**src/rtl/uvp_pkg.sv**
```systemverilog
// Package of constants and types for the undervoltage protection element
package uvp_pkg;
   // Register byte offsets
   localparam logic [7:0] UVP_CTRL_OFS = 8'h00;
   localparam logic [7:0] UVP_ALM_PU_OFS = 8'h04;
   localparam logic [7:0] UVP_TRP_PU_OFS = 8'h08;
   localparam logic [7:0] UVP_DELAY_OFS = 8'h0C;
   localparam logic [7:0] UVP_STATUS_OFS = 8'h10;
   localparam logic [7:0] UVP_IRQ_STAT_OFS = 8'h14;
   localparam logic [7:0] UVP_IRQ_MASK_OFS = 8'h18;
   localparam logic [7:0] UVP_RESET_OFS = 8'h1C;

   // Control register fields
   localparam int UVP_ALM_MODE_POS = 0;
   localparam int UVP_TRP_MODE_POS = 2;
   localparam int UVP_ALM_RLY_POS = 4;
   localparam int UVP_TRP_RLY_POS = 8;
   localparam int UVP_ACT_STOP_POS = 12;
   localparam int UVP_ALM_EVT_POS = 13;
   localparam int UVP_VT_WIRE_POS = 14;
   // Pickup register fields: starting low, running high
   localparam int UVP_PU_START_POS = 0;
   localparam int UVP_PU_RUN_POS = 8;
   // Delay register fields: alarm low, trip high
   localparam int UVP_DLY_ALM_POS = 0;
   localparam int UVP_DLY_TRP_POS = 16;
   // Interrupt status bits
   localparam int UVP_IRQ_ALM_POS = 0;
   localparam int UVP_IRQ_TRP_POS = 1;
   localparam int UVP_IRQ_LOG_POS = 2;
   localparam int UVP_IRQ_W = 3;

   // Settings ranges in hundredths and tenths
   localparam logic [6:0] UVP_PU_MIN = 7'd50;
   localparam logic [6:0] UVP_PU_MAX = 7'd99;
   localparam logic [6:0] UVP_PU_SCALE = 7'd100;
   localparam logic [11:0] UVP_DLY_MAX = 12'd2550;

   // Reset values
   localparam logic [6:0] UVP_ALM_PU_RST = 7'd85;
   localparam logic [6:0] UVP_TRP_PU_RST = 7'd80;
   localparam logic [11:0] UVP_ALM_DLY_RST = 12'd30;
   localparam logic [11:0] UVP_TRP_DLY_RST = 12'd10;
   localparam logic [2:0] UVP_ALM_RLY_RST = 3'h1;
   localparam logic [2:0] UVP_TRP_RLY_RST = 3'h1;

   // Delay step timing
   localparam longint UVP_STEP_NS = 100_000_000;
   localparam longint UVP_CLK_NS = 8;
   localparam int UVP_STEP_CYCLES = int'(UVP_STEP_NS / UVP_CLK_NS);

   typedef enum logic [1:0]
   {
      UVP_MODE_OFF = 2'b00,
      UVP_MODE_LATCHED = 2'b01,
      UVP_MODE_UNLATCHED = 2'b10
   } uvp_mode_e;

   typedef enum logic [1:0]
   {
      UVP_VT_NONE = 2'b00,
      UVP_VT_WYE = 2'b01,
      UVP_VT_DELTA = 2'b10
   } uvp_vt_e;

   typedef enum logic [1:0]
   {
      UVP_MOT_STOPPED = 2'b00,
      UVP_MOT_STARTING = 2'b01,
      UVP_MOT_RUNNING = 2'b10
   } uvp_motor_e;

   // Line-to-line voltage magnitudes, same unit as rated voltage
   typedef struct packed
   {
      logic [15:0] vab;
      logic [15:0] vbc;
      logic [15:0] vca;
   } uvp_volt_s;

   // Output relay bundle
   typedef struct packed
   {
      logic alarm_relay;
      logic trip_relay;
      logic auxiliary_relay_one;
      logic auxiliary_relay_two;
   } uvp_relay_s;
endpackage : uvp_pkg

```
**src/rtl/uvp_delay_timer.sv**
```systemverilog
// Pickup delay timer counting 0.1 s steps while the condition holds
`timescale 1ns/1ps
module uvp_delay_timer
   import uvp_pkg::*;
#(
   parameter int DLY_W = 12
)
(
   input wire logic pclk,
   input wire logic presetn,
   input wire logic cond,
   input wire logic step,
   input wire logic [DLY_W-1:0] delay,
   output logic operate
);
   logic [DLY_W-1:0] cnt_ff;
   logic [DLY_W-1:0] nxt_cnt;

   always_comb
   begin
      nxt_cnt = cnt_ff;
      if (!cond)
      begin
         nxt_cnt = '0;
      end
      else if (step && (cnt_ff < delay))
      begin
         nxt_cnt = cnt_ff + 1'b1;
      end
   end

   always_ff @(posedge pclk or negedge presetn)
   begin
      if (!presetn)
      begin
         cnt_ff <= '0;
      end
      else
      begin
         cnt_ff <= nxt_cnt;
      end
   end

   assign operate = cond && (cnt_ff >= delay);
endmodule : uvp_delay_timer

```
**src/rtl/uvp_top.sv**
```systemverilog
// Undervoltage protection element with APB settings and relay outputs
//
// The APB register port and the address map were left to the implementer.
`timescale 1ns/1ps
// What this block does
// Alarm and trip each have mode off, latched or unlatched; off disables.
// Alarm drives any mix of alarm, auxiliary one and auxiliary two relays.
// Trip drives any mix of trip, auxiliary one and auxiliary two relays.
// All four pickups settable 0.50 to 0.99 of rated in 0.01 steps.
// Starting and running alarm pickups reset to 0.85 of rated.
// Alarm and trip delays settable 0.0 to 255.0 s in 0.1 s steps.
// Alarm delay resets to 3.0 s.
// Alarm event logging is an on/off setting, off at reset.
// Operate when any line voltage stays below the state's pickup for the delay.
// Alarm and trip use separate pickups and separate timers.
// Pickups are multiples of the rated nameplate voltage.
// Setting no blocks the element while stopped; yes keeps it active.
// Stopped means no phase current and starter reports open.
// With active-while-stopped yes, a trip holds while voltage stays absent.
// Element inactive unless voltage option fitted and wiring is not none.
// Use line-to-line voltages whatever the transformer wiring.
// A timer restarts from zero when all voltages recover first.
// Latched output holds until reset; unlatched drops when condition clears.
module uvp_top
   import uvp_pkg::*;
#(
   parameter int STEP_CYCLES = UVP_STEP_CYCLES
)
(
   input wire logic pclk,
   input wire logic presetn,
   input wire logic psel,
   input wire logic penable,
   input wire logic pwrite,
   input wire logic [7:0] paddr,
   input wire logic [31:0] pwdata,
   output logic [31:0] prdata,
   output logic pready,
   output logic pslverr,
   input wire uvp_volt_s line_volts,
   input wire logic [15:0] rated_voltage,
   input wire logic phase_current_present,
   input wire logic starter_closed,
   input wire logic motor_starting,
   input wire logic voltage_option_fitted,
   output uvp_relay_s relays,
   output logic event_log_strobe,
   output logic irq
);
   // Settings
   uvp_mode_e alm_mode_ff;
   uvp_mode_e trp_mode_ff;
   logic [2:0] alm_rly_ff;
   logic [2:0] trp_rly_ff;
   logic act_stop_ff;
   logic alm_evt_ff;
   uvp_vt_e vt_wire_ff;
   logic [6:0] alm_pu_start_ff;
   logic [6:0] alm_pu_run_ff;
   logic [6:0] trp_pu_start_ff;
   logic [6:0] trp_pu_run_ff;
   logic [11:0] alm_dly_ff;
   logic [11:0] trp_dly_ff;
   logic [UVP_IRQ_W-1:0] irq_stat_ff;
   logic [UVP_IRQ_W-1:0] irq_mask_ff;
   logic [31:0] prdata_ff;

   // Engine state
   logic [31:0] step_cnt_ff;
   logic step_ff;
   logic alm_latch_ff;
   logic trp_latch_ff;
   logic alm_prev_ff;
   logic trp_prev_ff;
   logic log_ff;
   uvp_relay_s relays_ff;

   logic wr_en;
   logic rd_setup;
   logic mapped;
   logic reset_cmd;
   uvp_motor_e motor_state;
   logic element_on;
   logic [6:0] alm_pu;
   logic [6:0] trp_pu;
   logic alm_below;
   logic trp_below;
   logic alm_op;
   logic trp_op;
   logic alm_out;
   logic trp_out;
   logic [UVP_IRQ_W-1:0] irq_evt;

   function automatic logic [6:0] clamp_pu(input logic [6:0] v);
      if (v < UVP_PU_MIN)
      begin
         return UVP_PU_MIN;
      end
      else if (v > UVP_PU_MAX)
      begin
         return UVP_PU_MAX;
      end
      return v;
   endfunction : clamp_pu

   function automatic logic [11:0] clamp_dly(input logic [11:0] v);
      return (v > UVP_DLY_MAX) ? UVP_DLY_MAX : v;
   endfunction : clamp_dly

   function automatic uvp_mode_e dec_mode(input logic [1:0] v);
      case (v)
         2'b01: return UVP_MODE_LATCHED;
         2'b10: return UVP_MODE_UNLATCHED;
         default: return UVP_MODE_OFF;
      endcase
   endfunction : dec_mode

   // Any one line voltage below pickup times rated
   function automatic logic any_below(input uvp_volt_s v, input logic [6:0] pu,
                                      input logic [15:0] rated);
      logic [23:0] lim;
      lim = 24'(pu) * 24'(rated);
      return ((24'(v.vab) * 24'(UVP_PU_SCALE)) < lim) ||
             ((24'(v.vbc) * 24'(UVP_PU_SCALE)) < lim) ||
             ((24'(v.vca) * 24'(UVP_PU_SCALE)) < lim);
   endfunction : any_below

   function automatic logic mode_output(input uvp_mode_e m, input logic op,
                                        input logic latched);
      case (m)
         UVP_MODE_LATCHED: return op || latched;
         UVP_MODE_UNLATCHED: return op;
         default: return 1'b0;
      endcase
   endfunction : mode_output

   // APB decode
   assign wr_en = psel && penable && pwrite;
   assign rd_setup = psel && !penable && !pwrite;
   assign mapped = (paddr[1:0] == 2'b00) && (paddr <= UVP_RESET_OFS);
   assign pready = 1'b1;
   assign pslverr = psel && penable && !mapped;
   assign prdata = prdata_ff;
   assign reset_cmd = wr_en && (paddr == UVP_RESET_OFS) && pwdata[0];

   always_ff @(posedge pclk or negedge presetn)
   begin
      if (!presetn)
      begin
         alm_mode_ff <= UVP_MODE_OFF;
         trp_mode_ff <= UVP_MODE_OFF;
         alm_rly_ff <= UVP_ALM_RLY_RST;
         trp_rly_ff <= UVP_TRP_RLY_RST;
         act_stop_ff <= 1'b0;
         alm_evt_ff <= 1'b0;
         vt_wire_ff <= UVP_VT_NONE;
      end
      else if (wr_en && (paddr == UVP_CTRL_OFS))
      begin
         alm_mode_ff <= dec_mode(pwdata[UVP_ALM_MODE_POS +: 2]);
         trp_mode_ff <= dec_mode(pwdata[UVP_TRP_MODE_POS +: 2]);
         alm_rly_ff <= pwdata[UVP_ALM_RLY_POS +: 3];
         trp_rly_ff <= pwdata[UVP_TRP_RLY_POS +: 3];
         act_stop_ff <= pwdata[UVP_ACT_STOP_POS];
         alm_evt_ff <= pwdata[UVP_ALM_EVT_POS];
         case (pwdata[UVP_VT_WIRE_POS +: 2])
            2'b01: vt_wire_ff <= UVP_VT_WYE;
            2'b10: vt_wire_ff <= UVP_VT_DELTA;
            default: vt_wire_ff <= UVP_VT_NONE;
         endcase
      end
   end

   always_ff @(posedge pclk or negedge presetn)
   begin
      if (!presetn)
      begin
         alm_pu_start_ff <= UVP_ALM_PU_RST;
         alm_pu_run_ff <= UVP_ALM_PU_RST;
         trp_pu_start_ff <= UVP_TRP_PU_RST;
         trp_pu_run_ff <= UVP_TRP_PU_RST;
         alm_dly_ff <= UVP_ALM_DLY_RST;
         trp_dly_ff <= UVP_TRP_DLY_RST;
      end
      else if (wr_en)
      begin
         if (paddr == UVP_ALM_PU_OFS)
         begin
            alm_pu_start_ff <= clamp_pu(pwdata[UVP_PU_START_POS +: 7]);
            alm_pu_run_ff <= clamp_pu(pwdata[UVP_PU_RUN_POS +: 7]);
         end
         if (paddr == UVP_TRP_PU_OFS)
         begin
            trp_pu_start_ff <= clamp_pu(pwdata[UVP_PU_START_POS +: 7]);
            trp_pu_run_ff <= clamp_pu(pwdata[UVP_PU_RUN_POS +: 7]);
         end
         if (paddr == UVP_DELAY_OFS)
         begin
            alm_dly_ff <= clamp_dly(pwdata[UVP_DLY_ALM_POS +: 12]);
            trp_dly_ff <= clamp_dly(pwdata[UVP_DLY_TRP_POS +: 12]);
         end
      end
   end

   // Read data captured in the setup phase
   always_ff @(posedge pclk or negedge presetn)
   begin
      if (!presetn)
      begin
         prdata_ff <= 32'h0;
      end
      else if (rd_setup)
      begin
         case (paddr)
            UVP_CTRL_OFS: prdata_ff <= 32'({vt_wire_ff, alm_evt_ff, act_stop_ff, 1'b0, trp_rly_ff,
                                            1'b0, alm_rly_ff, trp_mode_ff, alm_mode_ff});
            UVP_ALM_PU_OFS: prdata_ff <= 32'({1'b0, alm_pu_run_ff, 1'b0, alm_pu_start_ff});
            UVP_TRP_PU_OFS: prdata_ff <= 32'({1'b0, trp_pu_run_ff, 1'b0, trp_pu_start_ff});
            UVP_DELAY_OFS: prdata_ff <= 32'({4'h0, trp_dly_ff, 4'h0, alm_dly_ff});
            UVP_STATUS_OFS: prdata_ff <= 32'({motor_state, element_on, trp_latch_ff,
                                              alm_latch_ff, trp_op, alm_op});
            UVP_IRQ_STAT_OFS: prdata_ff <= 32'(irq_stat_ff);
            UVP_IRQ_MASK_OFS: prdata_ff <= 32'(irq_mask_ff);
            default: prdata_ff <= 32'h0;
         endcase
      end
   end

   // Motor state and element enable
   always_comb
   begin
      if (!phase_current_present && !starter_closed)
      begin
         motor_state = UVP_MOT_STOPPED;
      end
      else if (motor_starting)
      begin
         motor_state = UVP_MOT_STARTING;
      end
      else
      begin
         motor_state = UVP_MOT_RUNNING;
      end
   end

   assign element_on = voltage_option_fitted && (vt_wire_ff != UVP_VT_NONE) &&
                       ((motor_state != UVP_MOT_STOPPED) || act_stop_ff);

   assign alm_pu = (motor_state == UVP_MOT_STARTING) ? alm_pu_start_ff : alm_pu_run_ff;
   assign trp_pu = (motor_state == UVP_MOT_STARTING) ? trp_pu_start_ff : trp_pu_run_ff;
   assign alm_below = element_on && (alm_mode_ff != UVP_MODE_OFF) &&
                      any_below(line_volts, alm_pu, rated_voltage);
   assign trp_below = element_on && (trp_mode_ff != UVP_MODE_OFF) &&
                      any_below(line_volts, trp_pu, rated_voltage);

   // Delay step prescaler
   always_ff @(posedge pclk or negedge presetn)
   begin
      if (!presetn)
      begin
         step_cnt_ff <= 32'h0;
         step_ff <= 1'b0;
      end
      else if (step_cnt_ff >= 32'(STEP_CYCLES - 1))
      begin
         step_cnt_ff <= 32'h0;
         step_ff <= 1'b1;
      end
      else
      begin
         step_cnt_ff <= step_cnt_ff + 32'h1;
         step_ff <= 1'b0;
      end
   end

   uvp_delay_timer #(.DLY_W(12)) u_alm_timer
   (
      .pclk(pclk),
      .presetn(presetn),
      .cond(alm_below),
      .step(step_ff),
      .delay(alm_dly_ff),
      .operate(alm_op)
   );

   uvp_delay_timer #(.DLY_W(12)) u_trp_timer
   (
      .pclk(pclk),
      .presetn(presetn),
      .cond(trp_below),
      .step(step_ff),
      .delay(trp_dly_ff),
      .operate(trp_op)
   );

   // Latches, operate wins over reset command
   always_ff @(posedge pclk or negedge presetn)
   begin
      if (!presetn)
      begin
         alm_latch_ff <= 1'b0;
         trp_latch_ff <= 1'b0;
      end
      else
      begin
         alm_latch_ff <= (alm_mode_ff == UVP_MODE_LATCHED) &&
                         (alm_op || (alm_latch_ff && !reset_cmd));
         trp_latch_ff <= (trp_mode_ff == UVP_MODE_LATCHED) &&
                         (trp_op || (trp_latch_ff && !reset_cmd));
      end
   end

   assign alm_out = mode_output(alm_mode_ff, alm_op, alm_latch_ff);
   assign trp_out = mode_output(trp_mode_ff, trp_op, trp_latch_ff);

   always_ff @(posedge pclk or negedge presetn)
   begin
      if (!presetn)
      begin
         relays_ff <= '0;
      end
      else
      begin
         relays_ff.alarm_relay <= alm_out && alm_rly_ff[0];
         relays_ff.trip_relay <= trp_out && trp_rly_ff[0];
         relays_ff.auxiliary_relay_one <= (alm_out && alm_rly_ff[1]) ||
                                          (trp_out && trp_rly_ff[1]);
         relays_ff.auxiliary_relay_two <= (alm_out && alm_rly_ff[2]) ||
                                          (trp_out && trp_rly_ff[2]);
      end
   end

   assign relays = relays_ff;

   // Operate edges, event log and interrupts
   always_ff @(posedge pclk or negedge presetn)
   begin
      if (!presetn)
      begin
         alm_prev_ff <= 1'b0;
         trp_prev_ff <= 1'b0;
         log_ff <= 1'b0;
      end
      else
      begin
         alm_prev_ff <= alm_op;
         trp_prev_ff <= trp_op;
         log_ff <= alm_op && !alm_prev_ff && alm_evt_ff;
      end
   end

   assign event_log_strobe = log_ff;
   assign irq_evt[UVP_IRQ_ALM_POS] = alm_op && !alm_prev_ff;
   assign irq_evt[UVP_IRQ_TRP_POS] = trp_op && !trp_prev_ff;
   assign irq_evt[UVP_IRQ_LOG_POS] = log_ff;

   always_ff @(posedge pclk or negedge presetn)
   begin
      if (!presetn)
      begin
         irq_stat_ff <= '0;
         irq_mask_ff <= '0;
      end
      else
      begin
         if (wr_en && (paddr == UVP_IRQ_STAT_OFS))
         begin
            irq_stat_ff <= (irq_stat_ff & ~pwdata[UVP_IRQ_W-1:0]) | irq_evt;
         end
         else
         begin
            irq_stat_ff <= irq_stat_ff | irq_evt;
         end
         if (wr_en && (paddr == UVP_IRQ_MASK_OFS))
         begin
            irq_mask_ff <= pwdata[UVP_IRQ_W-1:0];
         end
      end
   end

   assign irq = |(irq_stat_ff & irq_mask_ff);
endmodule : uvp_top

```
**config.mk**
```make
export PLATFORM = sky130hd
export DESIGN_NAME = uvp_top
export DESIGN_NICKNAME = d
export VERILOG_FILES = /design/src/rtl/uvp_pkg.sv /design/src/rtl/uvp_delay_timer.sv /design/src/rtl/uvp_top.sv
export SDC_FILE = /design/constraint.sdc
export NUM_CORES = 1
export LEC_CHECK = 0
export BUFFER_PORTS_ARGS = -buffer_cell sky130_fd_sc_hd__buf_2
export CAP_MARGIN = 15
export CORE_MARGIN = 3
export CORE_UTILIZATION = 48
export CTS_CLUSTER_SIZE = 20
export DETAILED_ROUTE_END_ITERATION = 7
export PLACE_DENSITY = 0.66
export SYNTH_ARGS = -nofsm -noshare
export SYNTH_HDL_FRONTEND = slang
export SYNTH_SLANG_ARGS = --single-unit
```
**constraint.sdc**
```tcl
create_clock -name pclk -period 14.6 [get_ports pclk]
set_clock_uncertainty 0.1 [all_clocks]
set_input_delay 0.73 -clock pclk [delete_from_list [all_inputs] [get_ports pclk]]
set_output_delay 0.73 -clock pclk [all_outputs]
set_load 0.005 [all_outputs]
```
==> load_flow_metrics.sql, run 1 <==
INSERT INTO impl_metrics (metric_group, metric, value, unit) VALUES
('critical_path', 'ff2ff_setup_slack', '5.69', 'ns'),
('die', 'placement_row_count', '78', ''),
('die', 'die_w', '223', 'um'),
('layout', 'layout_commonest_cell', 'sky130_fd_sc_hd__ha_1', ''),
('clock_tree', 'worst_skew_pair.late_latency', '0.43', 'ns'),
('die', 'fp.dieArea', '49700', 'um^2'),
('critical_path', 'endpoint_kind', 'register', ''),
('route', 'ant_nets', '0', ''),
('placed_design', 'dpl.hpwl', '47500', 'um'),
('route', 'num_vias', '18600', ''),
('logic_synthesis', 'post_synth_main_area_contributors', 'sky130_fd_sc_hd__ha_1 21%, sky130_fd_sc_hd__dfrtp_1 16%, sky130_fd_sc_hd__fa_1 15%, sky130_fd_sc_hd__inv_1 6.3%, sky130_fd_sc_hd__nand2_1 4.1%', ''),
('logic_synthesis', 'synth_edf_count', '0', ''),
('sta', 'relSlewSlack', '24.0', '%'),
('die', 'die_h', '223', 'um'),
('outcome', 'status', 'complete, no violations', ''),
('grt', 'global_route_wire_length_before_repair', '95300', 'um'),
('clock_tree', 'number_of_hold_buffers_added_after_cts', '0', ''),
('route', 'avgViaCountPerCell', '5.58', ''),
('route', 'dr.first_iter.drc_count', '1026', ''),
('sta', 'worst-slew-pin-transition', '1.13', 'ns'),
('route', 'detailed_routing_iteration_count_for_the_pre_antenna_repair_pass', '8', ''),
('critical_path', 'worstReg2RegStart', 'alm_pu_run_ff[6]$_DFFE_PN1P_', ''),
('critical_path', 'worst-r2r-cell-count', '29', ''),
('sta', 'slew_viol_final', '0', ''),
('die', 'initial_core_utilization', '49.2', '%'),
('critical_path', 'critical-path-max-stage-delay', '0.56', 'ns'),
('clock_tree', 'clk_root_buffer_cell', 'sky130_fd_sc_hd__clkbuf_16', ''),
('layout', 'syn_to_final_growth', '8.86', '%'),
('sta', 'setup-violations-final', '0', ''),
('logic_synthesis', 'postSynthRegisterBits', '166', ''),
('clock_tree', 'number_of_instances_resized_during_post_cts_repair', '0', ''),
('critical_path', 'cp_data_required_time', '14.85', 'ns'),
('logic_synthesis', 'mappedNetlistArea', '22600', 'um^2'),
('critical_path', 'crit_path_start_kind', 'input pin', ''),
('clock_tree', 'numCtsBuffers', '17', ''),
('route', 'routed_wl', '57400', 'um'),
('logic_synthesis', 'ys_seq_area_share', '18.5', '%'),
('placed_design', 'port_buffers', '143', ''),
('critical_path', 'cell_with_the_most_instances_on_the_worst_path', 'sky130_fd_sc_hd__fa_1', ''),
('logic_synthesis', 'postSynthCellCount', '2591', ''),
('layout', 'final_net_count', '3376', ''),
('sta', 'achievable-frequency', '0.104', 'GHz'),
('flow_run', 'total_of_max_cap_violations', '0', ''),
('grt', 'total_routing_usage_gr', '23.3', '%'),
('sta', 'hold_viol_final', '0', ''),
('critical_path', 'critical_path_arrival', '9.90', 'ns'),
('logic_synthesis', 'fraction_of_registers_with_async_set_reset', '100', '%'),
('critical_path', 'timing_worst_setup_path_type', 'input pin to register', ''),
('grt', 'grt_pass1_vias', '18900', ''),
('layout', 'post-route-util', '53.6', '%'),
('min_path', 'hold_crit_path_type', 'input pin to async pin', ''),
('layout', 'layout_common_cells', '379 x sky130_fd_sc_hd__ha_1, 378 x sky130_fd_sc_hd__inv_1, 246 x sky130_fd_sc_hd__nand2_1, 171 x sky130_fd_sc_hd__fa_1, 147 x sky130_fd_sc_hd__o21ai_0', ''),
('logic_synthesis', 'synth_top_area_cell', 'sky130_fd_sc_hd__ha_1', ''),
('logic_synthesis', 'avgSynthCellArea', '8.71', 'um^2'),
('die', 'core_region_area', '45900', 'um^2'),
('grt', 'gr-total-overflow', '0', ''),
('placed_design', 'gp_congestion', '0.886', ''),
('logic_synthesis', 'yosysTopAreaCellShare', '21.0', '%'),
('pwr', 'vdd.ir_drop.worst', '94.6', 'uV'),
('critical_path', 'r2r-end', 'relays[0]$_DFF_PN0_', ''),
('clock_tree', 'cts_tree', 'built', ''),
('sta', 'finalWorstPathRequiredPeriod', '9.65', 'ns'),
('pwr', 'power-per-cell-area', '77.6', 'nW/um^2'),
('logic_synthesis', 'ys.warnings.count', '0', ''),
('critical_path', 'cp_slowest_cell', 'sky130_fd_sc_hd__fa_1', ''),
('clock_tree', 'number_of_buffers_between_clock_root_and_the_deepest_sink', '2', ''),
('pwr', 'leakage', '12.6', 'nW'),
('grt', 'grt_antenna_before_repair', '2', ''),
('clock_tree', 'clock-sinks', '166', ''),
('grt', 'grt_start_max_net_pins', '91', ''),
('clock_tree', 'htree_num_levels', '4', '');
Yosys cell counts (9+ instances only):
cell                       count
sky130_fd_sc_hd__nor3_1       29
sky130_fd_sc_hd__nor2b_1     102
sky130_fd_sc_hd__ha_1        379
sky130_fd_sc_hd__o21a_1       20
sky130_fd_sc_hd__nor2_1      121
sky130_fd_sc_hd__o21ai_0     147
sky130_fd_sc_hd__a222oi_1     13
sky130_fd_sc_hd__a211oi_1     14
sky130_fd_sc_hd__nand3b_1     14
sky130_fd_sc_hd__or3_1        13
sky130_fd_sc_hd__and3_1       16
sky130_fd_sc_hd__fa_1        171
sky130_fd_sc_hd__nand2_1     246
sky130_fd_sc_hd__xnor2_1      63
sky130_fd_sc_hd__mux2i_1      10
sky130_fd_sc_hd__nand4_1      22
sky130_fd_sc_hd__xor2_1       58
sky130_fd_sc_hd__inv_1       378
sky130_fd_sc_hd__clkbuf_1     59
sky130_fd_sc_hd__o21bai_1     10
sky130_fd_sc_hd__a21oi_1     124
sky130_fd_sc_hd__a21o_1       49
sky130_fd_sc_hd__nor2_2        9
sky130_fd_sc_hd__and2_1       84
sky130_fd_sc_hd__dfrtp_1     146
sky130_fd_sc_hd__dfstp_2      20
sky130_fd_sc_hd__nor4_1        9
sky130_fd_sc_hd__mux2_2       12
sky130_fd_sc_hd__o211ai_1     27
sky130_fd_sc_hd__nand3_1      40
sky130_fd_sc_hd__nand2b_1     38
per-layer routing:
metal | vias up | wire length (um) | GRT usage (%)
met5 | - | 0 | 0
met4 | 0 | 2200 | 9.04
met2 | 460 | 27700 | 40.5
li1 | 8996 | - | -
met1 | 9019 | 25100 | 30.0
met3 | 108 | 2390 | 2.32
worst max path at each step:
stage                                  to  depth (start not counted)           start
3_3_place_gp          relays[1]$_DFF_PN0_                         33  starter_closed
2_1_floorplan         relays[0]$_DFF_PN0_                         32  starter_closed
5_1_grt               relays[0]$_DFF_PN0_                         33  starter_closed
3_5_place_dp          relays[0]$_DFF_PN0_                         33  starter_closed
6_report              relays[0]$_DFF_PN0_                         33  starter_closed
4_1_cts        event_log_strobe$_DFF_PN0_                         33  starter_closed
cell type report:
cell class | instances | area (um^2)
repair buffers | 158 | 855
inverters | 378 | 1420
clock inverters | 13 | 170
diodes | 3 | 7.51
flip-flops and latches | 166 | 4180
clock buffers | 19 | 433
fillers | 4234 | 21300
multi-input cells | 1992 | 16800
well taps | 600 | 751
cells by family after synthesis:
kind of cell             share of synthesized area [%]
flip-flops                                        18.5
buffers and inverters                             7.50
AO/OA/AOI/OAI                                     14.9
AND/OR/NAND/NOR                                   17.0
adder cells (fa/ha/maj)                           36.4
other                                           0.0333
multiplexers                                      1.04
XOR/XNOR                                          4.69
power breakdown:
group / internal, mW / switching, mW / leakage [nW]
Combinational: 0.404 / 0.573 / 10.2
Clock: 0.271 / 0.191 / 0.285
Sequential: 0.466 / 0.00336 / 2.11
Total: 1.14 / 0.766 / 12.6
sequential cells by signal, indices dropped and copies added (netlist names), 12 cells and up:
signal and flops:
step_cnt_ff 32, prdata 28, alm_dly_ff 12, trp_dly_ff 12, u_alm_timer.cnt_ff 12, u_trp_timer.cnt_ff 12
worst max-delay path: cells and delay by family:
family	cells	cell delay, ns
compound gates	15	3.83
fa+ha+maj	7	3.14
buf+inv	5	0.80
simple gates	4	0.57
xor+xnor	1	0.48
mux	1	0.27
stage by stage:
step	instance area (um^2)	cells	worst slack (ns)	total power [mW]	hold WS, ns
3_5_place_dp	23900	3293	4.48	1.43	0.318
3_3_place_gp	23900	3293	4.55	1.39	0.307
4_1_cts	24500	3325	4.91	1.90	0.240
5_1_grt	24600	3328	4.43	2.06	0.264
2_1_floorplan	22600	2602	5.71	1.19	0.303
6_report	24600	3329	4.95	1.91	0.212
Note: power is estimated with default switching activity, not from simulation.
==> run 2, diff against run 1 <==
--- a/config.mk
+++ b/config.mk
@@ -5,6 +5,7 @@
 export SDC_FILE = /design/constraint.sdc
 export NUM_CORES = 1
 export LEC_CHECK = 0
+export ABC_AREA = 1
 export BUFFER_PORTS_ARGS = -buffer_cell sky130_fd_sc_hd__buf_2
 export CAP_MARGIN = 15
 export CORE_MARGIN = 3
==> constraint.sdc (replaced) <==
create_clock -name pclk -period 9.05 [get_ports pclk]
set_clock_uncertainty 0.1 [all_clocks]
set_input_delay 0.4525 -clock pclk [delete_from_list [all_inputs] [get_ports pclk]]
set_output_delay 0.4525 -clock pclk [all_outputs]
set_load 0.005 [all_outputs]
==> run 2 against run 1 <==
  * Clock power is 65% higher
  * Die area is 2.1% higher
  * Highest routed layer is now met5
  * Flip-flop and latch count stayed put
  * Via count is 8.8% higher
  * Final cell count is 15% higher
  * Wire length is 7.7% higher
  * First-iteration DRC count is 27% higher
  * Total power grew to 3.5 times the previous value
  * Global-route usage is 1.5 points higher
  * Worst hold slack worse by 0.11 ns
  * Non-clock buffer count is 8 higher
  * Setup slack worse by 3.4 ns
==> load_flow_metrics.sql, run 2 <==
INSERT INTO impl_metrics (metric_group, metric, value, unit) VALUES
('critical_path', 'crit_path_start_kind', 'input pin', ''),
('clock_tree', 'number_of_buffers_between_clock_root_and_the_deepest_sink', '2', ''),
('critical_path', 'endpoint_kind', 'register', ''),
('sta', 'setup-tns-final', '0', 'ns'),
('pwr', 'power-per-cell-area', '268', 'nW/um^2'),
('critical_path', 'cp_data_required_time', '9.33', 'ns'),
('layout', 'layout_common_cells', '629 x sky130_fd_sc_hd__inv_1, 623 x sky130_fd_sc_hd__nand2_1, 379 x sky130_fd_sc_hd__ha_1, 294 x sky130_fd_sc_hd__nor2_1, 171 x sky130_fd_sc_hd__fa_1', ''),
('sta', 'relSlewSlack', '31.2', '%'),
('min_path', 'hold_path_startpoint', 'pwdata[15]', ''),
('sta', 'setup_repair_after_global_routing_missed_its_margin', 'false', ''),
('die', 'fp.dieArea', '50700', 'um^2'),
('die', 'die_h', '225', 'um'),
('layout', 'multi_input_comb_area', '16300', 'um^2'),
('sta', 'worst-slew-pin-transition', '1.03', 'ns'),
('clock_tree', 'cts_tree', 'built', ''),
('flow_run', 'total_of_max_cap_violations', '0', ''),
('layout', 'drive_gt1_share', '8.77', '%'),
('logic_synthesis', 'post-synth-top-count-cell', 'sky130_fd_sc_hd__inv_1', ''),
('layout', 'ff_latch_area', '4180', 'um^2'),
('layout', 'filler_cell_count', '4540', ''),
('layout', 'fin_cells', '3836', ''),
('min_path', 'hold_crit_path_type', 'input pin to register', ''),
('route', 'dr.first_iter.drc_count', '1306', ''),
('sta', 'achievable-frequency', '0.132', 'GHz'),
('critical_path', 'critical_path_arrival', '7.83', 'ns'),
('critical_path', 'r2r-end', 'prdata[0]$_DFFE_PN0P_', ''),
('critical_path', 'cell_with_the_most_instances_on_the_worst_path', 'sky130_fd_sc_hd__nand2_1', ''),
('layout', 'layout_commonest_cell', 'sky130_fd_sc_hd__inv_1', ''),
('grt', 'grt_antenna_before_repair', '2', ''),
('layout', 'largest_register_ffs', '32', ''),
('logic_synthesis', 'netlist_top_cells_count', '629 x sky130_fd_sc_hd__inv_1, 623 x sky130_fd_sc_hd__nand2_1, 379 x sky130_fd_sc_hd__ha_1', ''),
('pwr', 'leakage', '14.1', 'nW'),
('sta', 'finalWorstPathRequiredPeriod', '7.55', 'ns'),
('logic_synthesis', 'yosys_most_used_dff', 'sky130_fd_sc_hd__dfrtp_1', ''),
('clock_tree', 'worst_skew_pair.late_latency', '0.44', 'ns'),
('pwr', 'vdd.ir_drop.worst', '170', 'uV'),
('clock_tree', 'clock_pin_slew_on_the_worst_setup_and_hold_paths', '0.07', 'ns'),
('logic_synthesis', 'synth_edf_count', '0', ''),
('critical_path', 'critical-path-max-stage-delay', '0.58', 'ns'),
('min_path', 'timing.hold.worst_endpoint', 'vt_wire_ff[0]$_DFFE_PN0P_', ''),
('die', 'core_region_area', '47100', 'um^2'),
('route', 'ant_nets', '0', ''),
('layout', 'syn_to_final_growth', '9.05', '%'),
('grt', 'grt_pass1_vias', '19700', ''),
('critical_path', 'cp_slowest_cell', 'sky130_fd_sc_hd__fa_1', ''),
('critical_path', 'worstReg2RegStart', 'alm_pu_run_ff[4]$_DFFE_PN1P_', ''),
('route', 'wl_per_cell', '16.1', 'um'),
('logic_synthesis', 'ys.warnings.count', '0', ''),
('sta', 'setup-violations-final', '0', ''),
('layout', 'final_net_count', '3877', ''),
('placed_design', 'gp_congestion', '0.923', ''),
('route', 'detail_route.drc_violations', '0', ''),
('logic_synthesis', 'ys_seq_area_share', '18.1', '%'),
('grt', 'total_routing_usage_gr', '24.8', '%'),
('grt', 'grt_start_max_net_pins', '88', ''),
('grt', 'gr-total-overflow', '0', ''),
('route', 'routed_wl', '61800', 'um'),
('logic_synthesis', 'avgSynthCellArea', '7.51', 'um^2'),
('critical_path', 'ff2ff_setup_slack', '1.66', 'ns'),
('die', 'placement_row_count', '79', ''),
('critical_path', 'worst-r2r-cell-count', '31', ''),
('critical_path', 'timing_worst_setup_path_type', 'input pin to register', ''),
('logic_synthesis', 'post_synth_main_area_contributors', 'sky130_fd_sc_hd__ha_1 21%, sky130_fd_sc_hd__dfrtp_1 16%, sky130_fd_sc_hd__fa_1 15%, sky130_fd_sc_hd__inv_1 10%, sky130_fd_sc_hd__nand2_1 10%', ''),
('placed_design', 'port_buffers', '143', ''),
('logic_synthesis', 'mappedNetlistArea', '23100', 'um^2'),
('clock_tree', 'clk_root_buffer_cell', 'sky130_fd_sc_hd__clkbuf_16', ''),
('sta', 'final_worst_path_period_share', '83.5', '%'),
('logic_synthesis', 'postSynthCellCount', '3073', ''),
('placed_design', 'dpl.hpwl', '51800', 'um'),
('logic_synthesis', 'fraction_of_registers_with_async_set_reset', '100', '%'),
('die', 'design.portCount', '153', ''),
('clock_tree', 'clock-sinks', '166', ''),
('sta', 'layout_setup_ws', '1.50', 'ns'),
('clock_tree', 'number_of_instances_resized_during_post_cts_repair', '0', ''),
('placed_design', 'detailedPlace.worstSlack', '1.15', 'ns'),
('sta', 'slew_viol_final', '0', ''),
('layout', 'registers.top_by_ff_count', 'step_cnt_ff', ''),
('logic_synthesis', 'synth_top_area_cell', 'sky130_fd_sc_hd__ha_1', ''),
('logic_synthesis', 'netlist-cell-type-count', '62', ''),
('logic_synthesis', 'yosysTopAreaCellShare', '20.6', '%'),
('critical_path', 'timing.critical_path.fanout_max', '14', ''),
('die', 'initial_core_utilization', '49.0', '%'),
('min_path', 'timing.hold.worst_path_depth', '2', ''),
('outcome', 'status', 'complete, no violations', ''),
('sta', 'hold_viol_final', '0', ''),
('die', 'die_w', '225', 'um'),
('route', 'num_vias', '20200', ''),
('pwr', 'total_power', '6.75', 'mW'),
('clock_tree', 'numCtsBuffers', '17', ''),
('grt', 'global_route_wire_length_before_repair', '101000', 'um'),
('placed_design', 'post-place-cells', '3801', ''),
('clock_tree', 'post-cts-setup-buffers', '0', ''),
('clock_tree', 'htree_num_levels', '4', ''),
('route', 'avgViaCountPerCell', '5.27', ''),
('route', 'detailed_routing_iteration_count_for_the_pre_antenna_repair_pass', '6', ''),
('logic_synthesis', 'postSynthRegisterBits', '166', '');
[run 2: cell count changes after synthesis, sizes merged, moves of 18 or more]
cell | previous run | this run
a21o | 49 | 8
a21oi | 125 | 155
a31oi | 9 | 27
and2 | 84 | 6
inv | 378 | 631
nand2 | 246 | 644
nand2b | 38 | 0
nand3 | 40 | 128
nor2 | 130 | 304
nor2b | 102 | 0
o211ai | 28 | 2
o21ai | 153 | 124
xnor2 | 63 | 31
[run 2: power by group]
part	total (mW)	switching, mW	internal [mW]
clock	0.759	0.354	0.405
combinational	5.23	3.30	1.94
sequential	0.758	0.00518	0.753
[run 2: how the worst max path moves through the flow]
stage	startpoint	to	slack (ns)	cells past startpoint
CTS	phase_current_present	prdata[0]$_DFFE_PN0P_	1.60	36
floorplan	phase_current_present	relays[2]$_DFF_PN0_	2.36	42
detailed placement	phase_current_present	prdata[0]$_DFFE_PN0P_	1.15	36
global placement	phase_current_present	prdata[0]$_DFFE_PN0P_	1.21	39
finish	phase_current_present	prdata[0]$_DFFE_PN0P_	1.50	33
global route	phase_current_present	prdata[0]$_DFFE_PN0P_	1.01	39
[run 2: area by class of cell]
class | instances | area share (%)
clock inverter | 14 | 0.711
tap | 607 | 3.02
inverter | 637 | 9.51
sequential | 166 | 16.6
antenna | 2 | 0.0199
multi-input combinational | 2226 | 64.8
clock buffer | 18 | 1.75
timing repair buffer | 166 | 3.57
[run 2: critical path, delay by kind of cell]
kind	cells	cell delay (ns)
and+or+nand+nor	11	1.36
AOI/OAI and AO/OA	8	1.92
adders and majority gates	6	2.91
xor gates and xnor gates	1	0.53
buffers and inverters	7	0.67
[run 2: through the flow]
step           hold slack [ns]  utilization [%]  area, um^2
3_5_place_dp             0.329             52.1       24500
2_1_floorplan           0.0569                -       23100
3_3_place_gp             0.330             52.1       24500
4_1_cts                 0.0998             53.5       25100
6_report                 0.105             53.5       25200
5_1_grt                  0.117             53.5       25200
[run 2: routing by layer]
metal / up-vias / GRT usage, % / routed length, um
met2: 545 / 41.0 / 28500
met3: 92 / 4.30 / 3970
met1: 9563 / 34.0 / 27800
met5: - / 0 / 13
met4: 2 / 5.95 / 1400
li1: 10000 / - / -
[run 2: cell families after synthesis]
kind of cell / synth area share [%]
compound gates: 10.2
buf+inv: 11.4
xor+xnor: 3.34
simple gates: 21.5
fa+ha+maj: 35.4
flops: 18.1
other cells: 0.0326
[run 2: timing repair]
action / in CTS / in global routing
endpoints found under the setup margin: 0 / 0
hold endpoints to repair: 13 / 0
hold buffers: 1 / 0
==> run 3, diff against run 2 <==
--- a/config.mk
+++ b/config.mk
@@ -5,7 +5,7 @@
 export SDC_FILE = /design/constraint.sdc
 export NUM_CORES = 1
 export LEC_CHECK = 0
-export ABC_AREA = 1
+export ABC_AREA = 0
 export BUFFER_PORTS_ARGS = -buffer_cell sky130_fd_sc_hd__buf_2
 export CAP_MARGIN = 15
 export CORE_MARGIN = 3
==> constraint.sdc (replaced) <==
create_clock -name pclk -period 7.3 [get_ports pclk]
set_clock_uncertainty 0.1 [all_clocks]
set_input_delay 0.365 -clock pclk [delete_from_list [all_inputs] [get_ports pclk]]
set_output_delay 0.365 -clock pclk [all_outputs]
set_load 0.005 [all_outputs]
==> run 3 against run 2 <==
  * The run now ends with negative setup slack left
  * Sequential share of layout area shrank 1.4 points
  * Clock power up 18%
  * Global-route usage rose by 1.0 points
  * Critical path depth did not move
  * Final cell count decreased by 6.5%
  * Design area rose by 9.4%
  * Non-clock buffer count up 249
  * Largest power group unchanged
==> load_flow_metrics.sql, run 3 (synthesis results as in run 1) <==
INSERT INTO impl_metrics (metric_group, metric, value, unit) VALUES
('die', 'core_region_area', '45900', 'um^2'),
('die', 'die_h', '223', 'um'),
('layout', 'antenna-diode-count', '0', ''),
('placed_design', 'post-place-cells', '3502', ''),
('critical_path', 'cp_data_required_time', '7.55', 'ns'),
('route', 'ant_nets', '0', ''),
('sta', 'slew_viol_final', '0', ''),
('layout', 'syn_to_final_growth', '21.9', '%'),
('route', 'detailed_routing_iteration_count_for_the_pre_antenna_repair_pass', '7', ''),
('sta', 'relSlewSlack', '31.9', '%'),
('layout', 'final_net_count', '3635', ''),
('route', 'detail_route.drc_violations', '0', ''),
('pwr', 'leakage', '14.0', 'nW'),
('sta', 'setup_repair_after_global_routing_missed_its_margin', 'true', ''),
('clock_tree', 'clock_pin_slew_on_the_worst_setup_and_hold_paths', '0.07', 'ns'),
('layout', 'fin_cells', '3585', ''),
('layout', 'drive_gt1_share', '20.9', '%'),
('critical_path', 'crit_path_start_kind', 'input pin', ''),
('flow_run', 'total_of_max_cap_violations', '0', ''),
('critical_path', 'timing_worst_setup_path_type', 'input pin to register', ''),
('sta', 'worst-slew-pin-transition', '1.02', 'ns'),
('grt', 'grt_start_max_net_pins', '86', ''),
('pwr', 'vdd.ir_drop.worst', '171', 'uV'),
('grt', 'global_route_wire_length_before_repair', '105000', 'um'),
('placed_design', 'detailedPlace.worstSlack', '-1.32', 'ns'),
('clock_tree', 'cts_tree', 'built', ''),
('grt', 'met2_usage', '46.8', '%'),
('grt', 'grt_use_met3', '3.26', '%'),
('clock_tree', 'worst_skew_pair.late_latency', '0.43', 'ns'),
('layout', 'post-route-util', '60.0', '%'),
('die', 'die_w', '223', 'um'),
('sta', 'layout_setup_ws', '-0.224', 'ns'),
('placed_design', 'port_buffers', '143', ''),
('sta', 'setup-tns-final', '-5.07', 'ns'),
('critical_path', 'worst-r2r-cell-count', '30', ''),
('grt', 'total_routing_usage_gr', '25.8', '%'),
('die', 'design.portCount', '153', ''),
('critical_path', 'cp_slowest_cell', 'sky130_fd_sc_hd__fa_1', ''),
('placed_design', 'gp_congestion', '0.917', ''),
('sta', 'achievable-frequency', '0.133', 'GHz'),
('min_path', 'timing.hold.worst_endpoint', 'trp_dly_ff[0]$_DFFE_PN0P_', ''),
('critical_path', 'cell_with_the_most_instances_on_the_worst_path', 'sky130_fd_sc_hd__fa_1', ''),
('clock_tree', 'htree_num_levels', '4', ''),
('layout', 'layout_common_cells', '367 x sky130_fd_sc_hd__inv_1, 358 x sky130_fd_sc_hd__ha_1, 245 x sky130_fd_sc_hd__nand2_1, 245 x sky130_fd_sc_hd__buf_4, 168 x sky130_fd_sc_hd__fa_1', ''),
('grt', 'top_usage_layer', 'met2', ''),
('layout', 'layout_commonest_cell', 'sky130_fd_sc_hd__inv_1', ''),
('grt', 'gr-total-overflow', '0', ''),
('min_path', 'timing.hold.worst_path_depth', '3', ''),
('outcome', 'status', 'finished, violations left', ''),
('die', 'fp.dieArea', '49700', 'um^2'),
('sta', 'finalWorstPathRequiredPeriod', '7.52', 'ns'),
('min_path', 'hold_crit_path_type', 'input pin to register', ''),
('outcome', 'failed_checks', 'negative setup slack', ''),
('pwr', 'power-per-cell-area', '147', 'nW/um^2'),
('route', 'avgViaCountPerCell', '5.51', ''),
('sta', 'hold_viol_final', '0', ''),
('layout', 'largest_register_ffs', '32', ''),
('die', 'placement_row_count', '78', ''),
('route', 'wl_per_cell', '17.9', 'um'),
('grt', 'globalRouteMet1Util', '32.4', '%'),
('route', 'dr.first_iter.drc_count', '1182', ''),
('clock_tree', 'clk_root_buffer_cell', 'sky130_fd_sc_hd__clkbuf_16', ''),
('route', 'num_vias', '19700', ''),
('layout', 'registers.top_by_ff_count', 'step_cnt_ff', ''),
('sta', 'final_worst_path_period_share', '103', '%'),
('route', 'routed_wl', '64200', 'um'),
('grt', 'grt_pass1_vias', '20500', ''),
('critical_path', 'critical-path-max-stage-delay', '0.56', 'ns'),
('critical_path', 'worstReg2RegStart', 'alm_pu_start_ff[5]$_DFFE_PN0P_', ''),
('sta', 'setup-violations-final', '36', ''),
('min_path', 'hold_path_startpoint', 'pwdata[16]', ''),
('critical_path', 'r2r-end', 'relays[1]$_DFF_PN0_', ''),
('clock_tree', 'number_of_buffers_between_clock_root_and_the_deepest_sink', '2', ''),
('critical_path', 'endpoint_kind', 'register', ''),
('die', 'initial_core_utilization', '49.2', '%'),
('clock_tree', 'clock-sinks', '166', ''),
('grt', 'grt_antenna_before_repair', '0', ''),
('critical_path', 'critical_path_arrival', '7.77', 'ns'),
('critical_path', 'ff2ff_setup_slack', '-0.11', 'ns'),
('placed_design', 'dpl.hpwl', '52800', 'um'),
('clock_tree', 'numCtsBuffers', '17', ''),
('critical_path', 'timing.critical_path.fanout_max', '5', '');
-- run 3: cell types whose count changed in the layout (fill, tap and decap cells not counted), moves of 79 or more --
cell | previous run | this run
sky130_fd_sc_hd__inv_1 | 629 | 367
sky130_fd_sc_hd__buf_4 | 22 | 245
sky130_fd_sc_hd__nand2_1 | 623 | 245
sky130_fd_sc_hd__nand3_1 | 115 | 36
sky130_fd_sc_hd__nor2_1 | 294 | 103
sky130_fd_sc_hd__nor2b_1 | 0 | 98
-- run 3: worst max-delay path by stage --
stage / to / startpoint
6_report: relays[1]$_DFF_PN0_ / phase_current_present
5_1_grt: relays[1]$_DFF_PN0_ / phase_current_present
4_1_cts: relays[1]$_DFF_PN0_ / starter_closed
3_5_place_dp: u_trp_timer.cnt_ff[10]$_DFFE_PN0P_ / phase_current_present
3_3_place_gp: u_trp_timer.cnt_ff[11]$_DFFE_PN0P_ / phase_current_present
2_1_floorplan: event_log_strobe$_DFF_PN0_ / phase_current_present
-- run 3: metrics by stage --
step           area, um^2  hold WS (ns)  power (mW)
3_3_place_gp        25700         0.314        2.96
5_1_grt             27500        0.0892        4.38
2_1_floorplan       22800       -0.0306        2.39
4_1_cts             27300        0.0737        4.02
6_report            27500        0.0949        4.04
3_5_place_dp        25700         0.318        3.00
-- run 3: power by group --
group | leakage [nW] | switching (mW) | internal [mW] | total [mW]
Clock | 0.273 | 0.370 | 0.524 | 0.894
Sequential | 2.11 | 0.00772 | 0.932 | 0.939
Combinational | 11.6 | 1.23 | 0.972 | 2.20
Total | 14.0 | 1.61 | 2.43 | 4.04
-- run 3: worst max-delay path: cells and delay by family --
kind / cells / cell delay [ns]
AOI/OAI and AO/OA: 14 / 2.60
xor gates and xnor gates: 1 / 0.23
adders and majority gates: 7 / 2.89
buffers and inverters: 4 / 0.40
muxes: 1 / 0.36
and+or+nand+nor: 6 / 0.89
-- run 3: layer usage --
metal	up-vias	routed length (um)
met2	500	32500
li1	9518	-
met3	102	3060
met4	0	1620
met1	9625	27100
met5	-	0
-- run 3: what timing repair did --
| item | CTS | global route |
|---|---|---|
| buffers inserted | 39 | 12 |
| endpoints found under the hold margin | 73 | 0 |
| cloned | 3 | 0 |
| hold buffers | 1 | 0 |
| endpoints found under the setup margin | 37 | 37 |
| resized for setup | 128 | 43 |
| pin swaps | 100 | 63 |
-- run 3: area by class of cell --
type / count / area [um^2]
tap: 600 / 751
sequential: 166 / 4180
inverter: 378 / 1420
timing repair buffer: 415 / 2980
multi-input combinational: 1994 / 17600
fill: 4053 / 18300
clock inverter: 10 / 121
clock buffer: 22 / 464
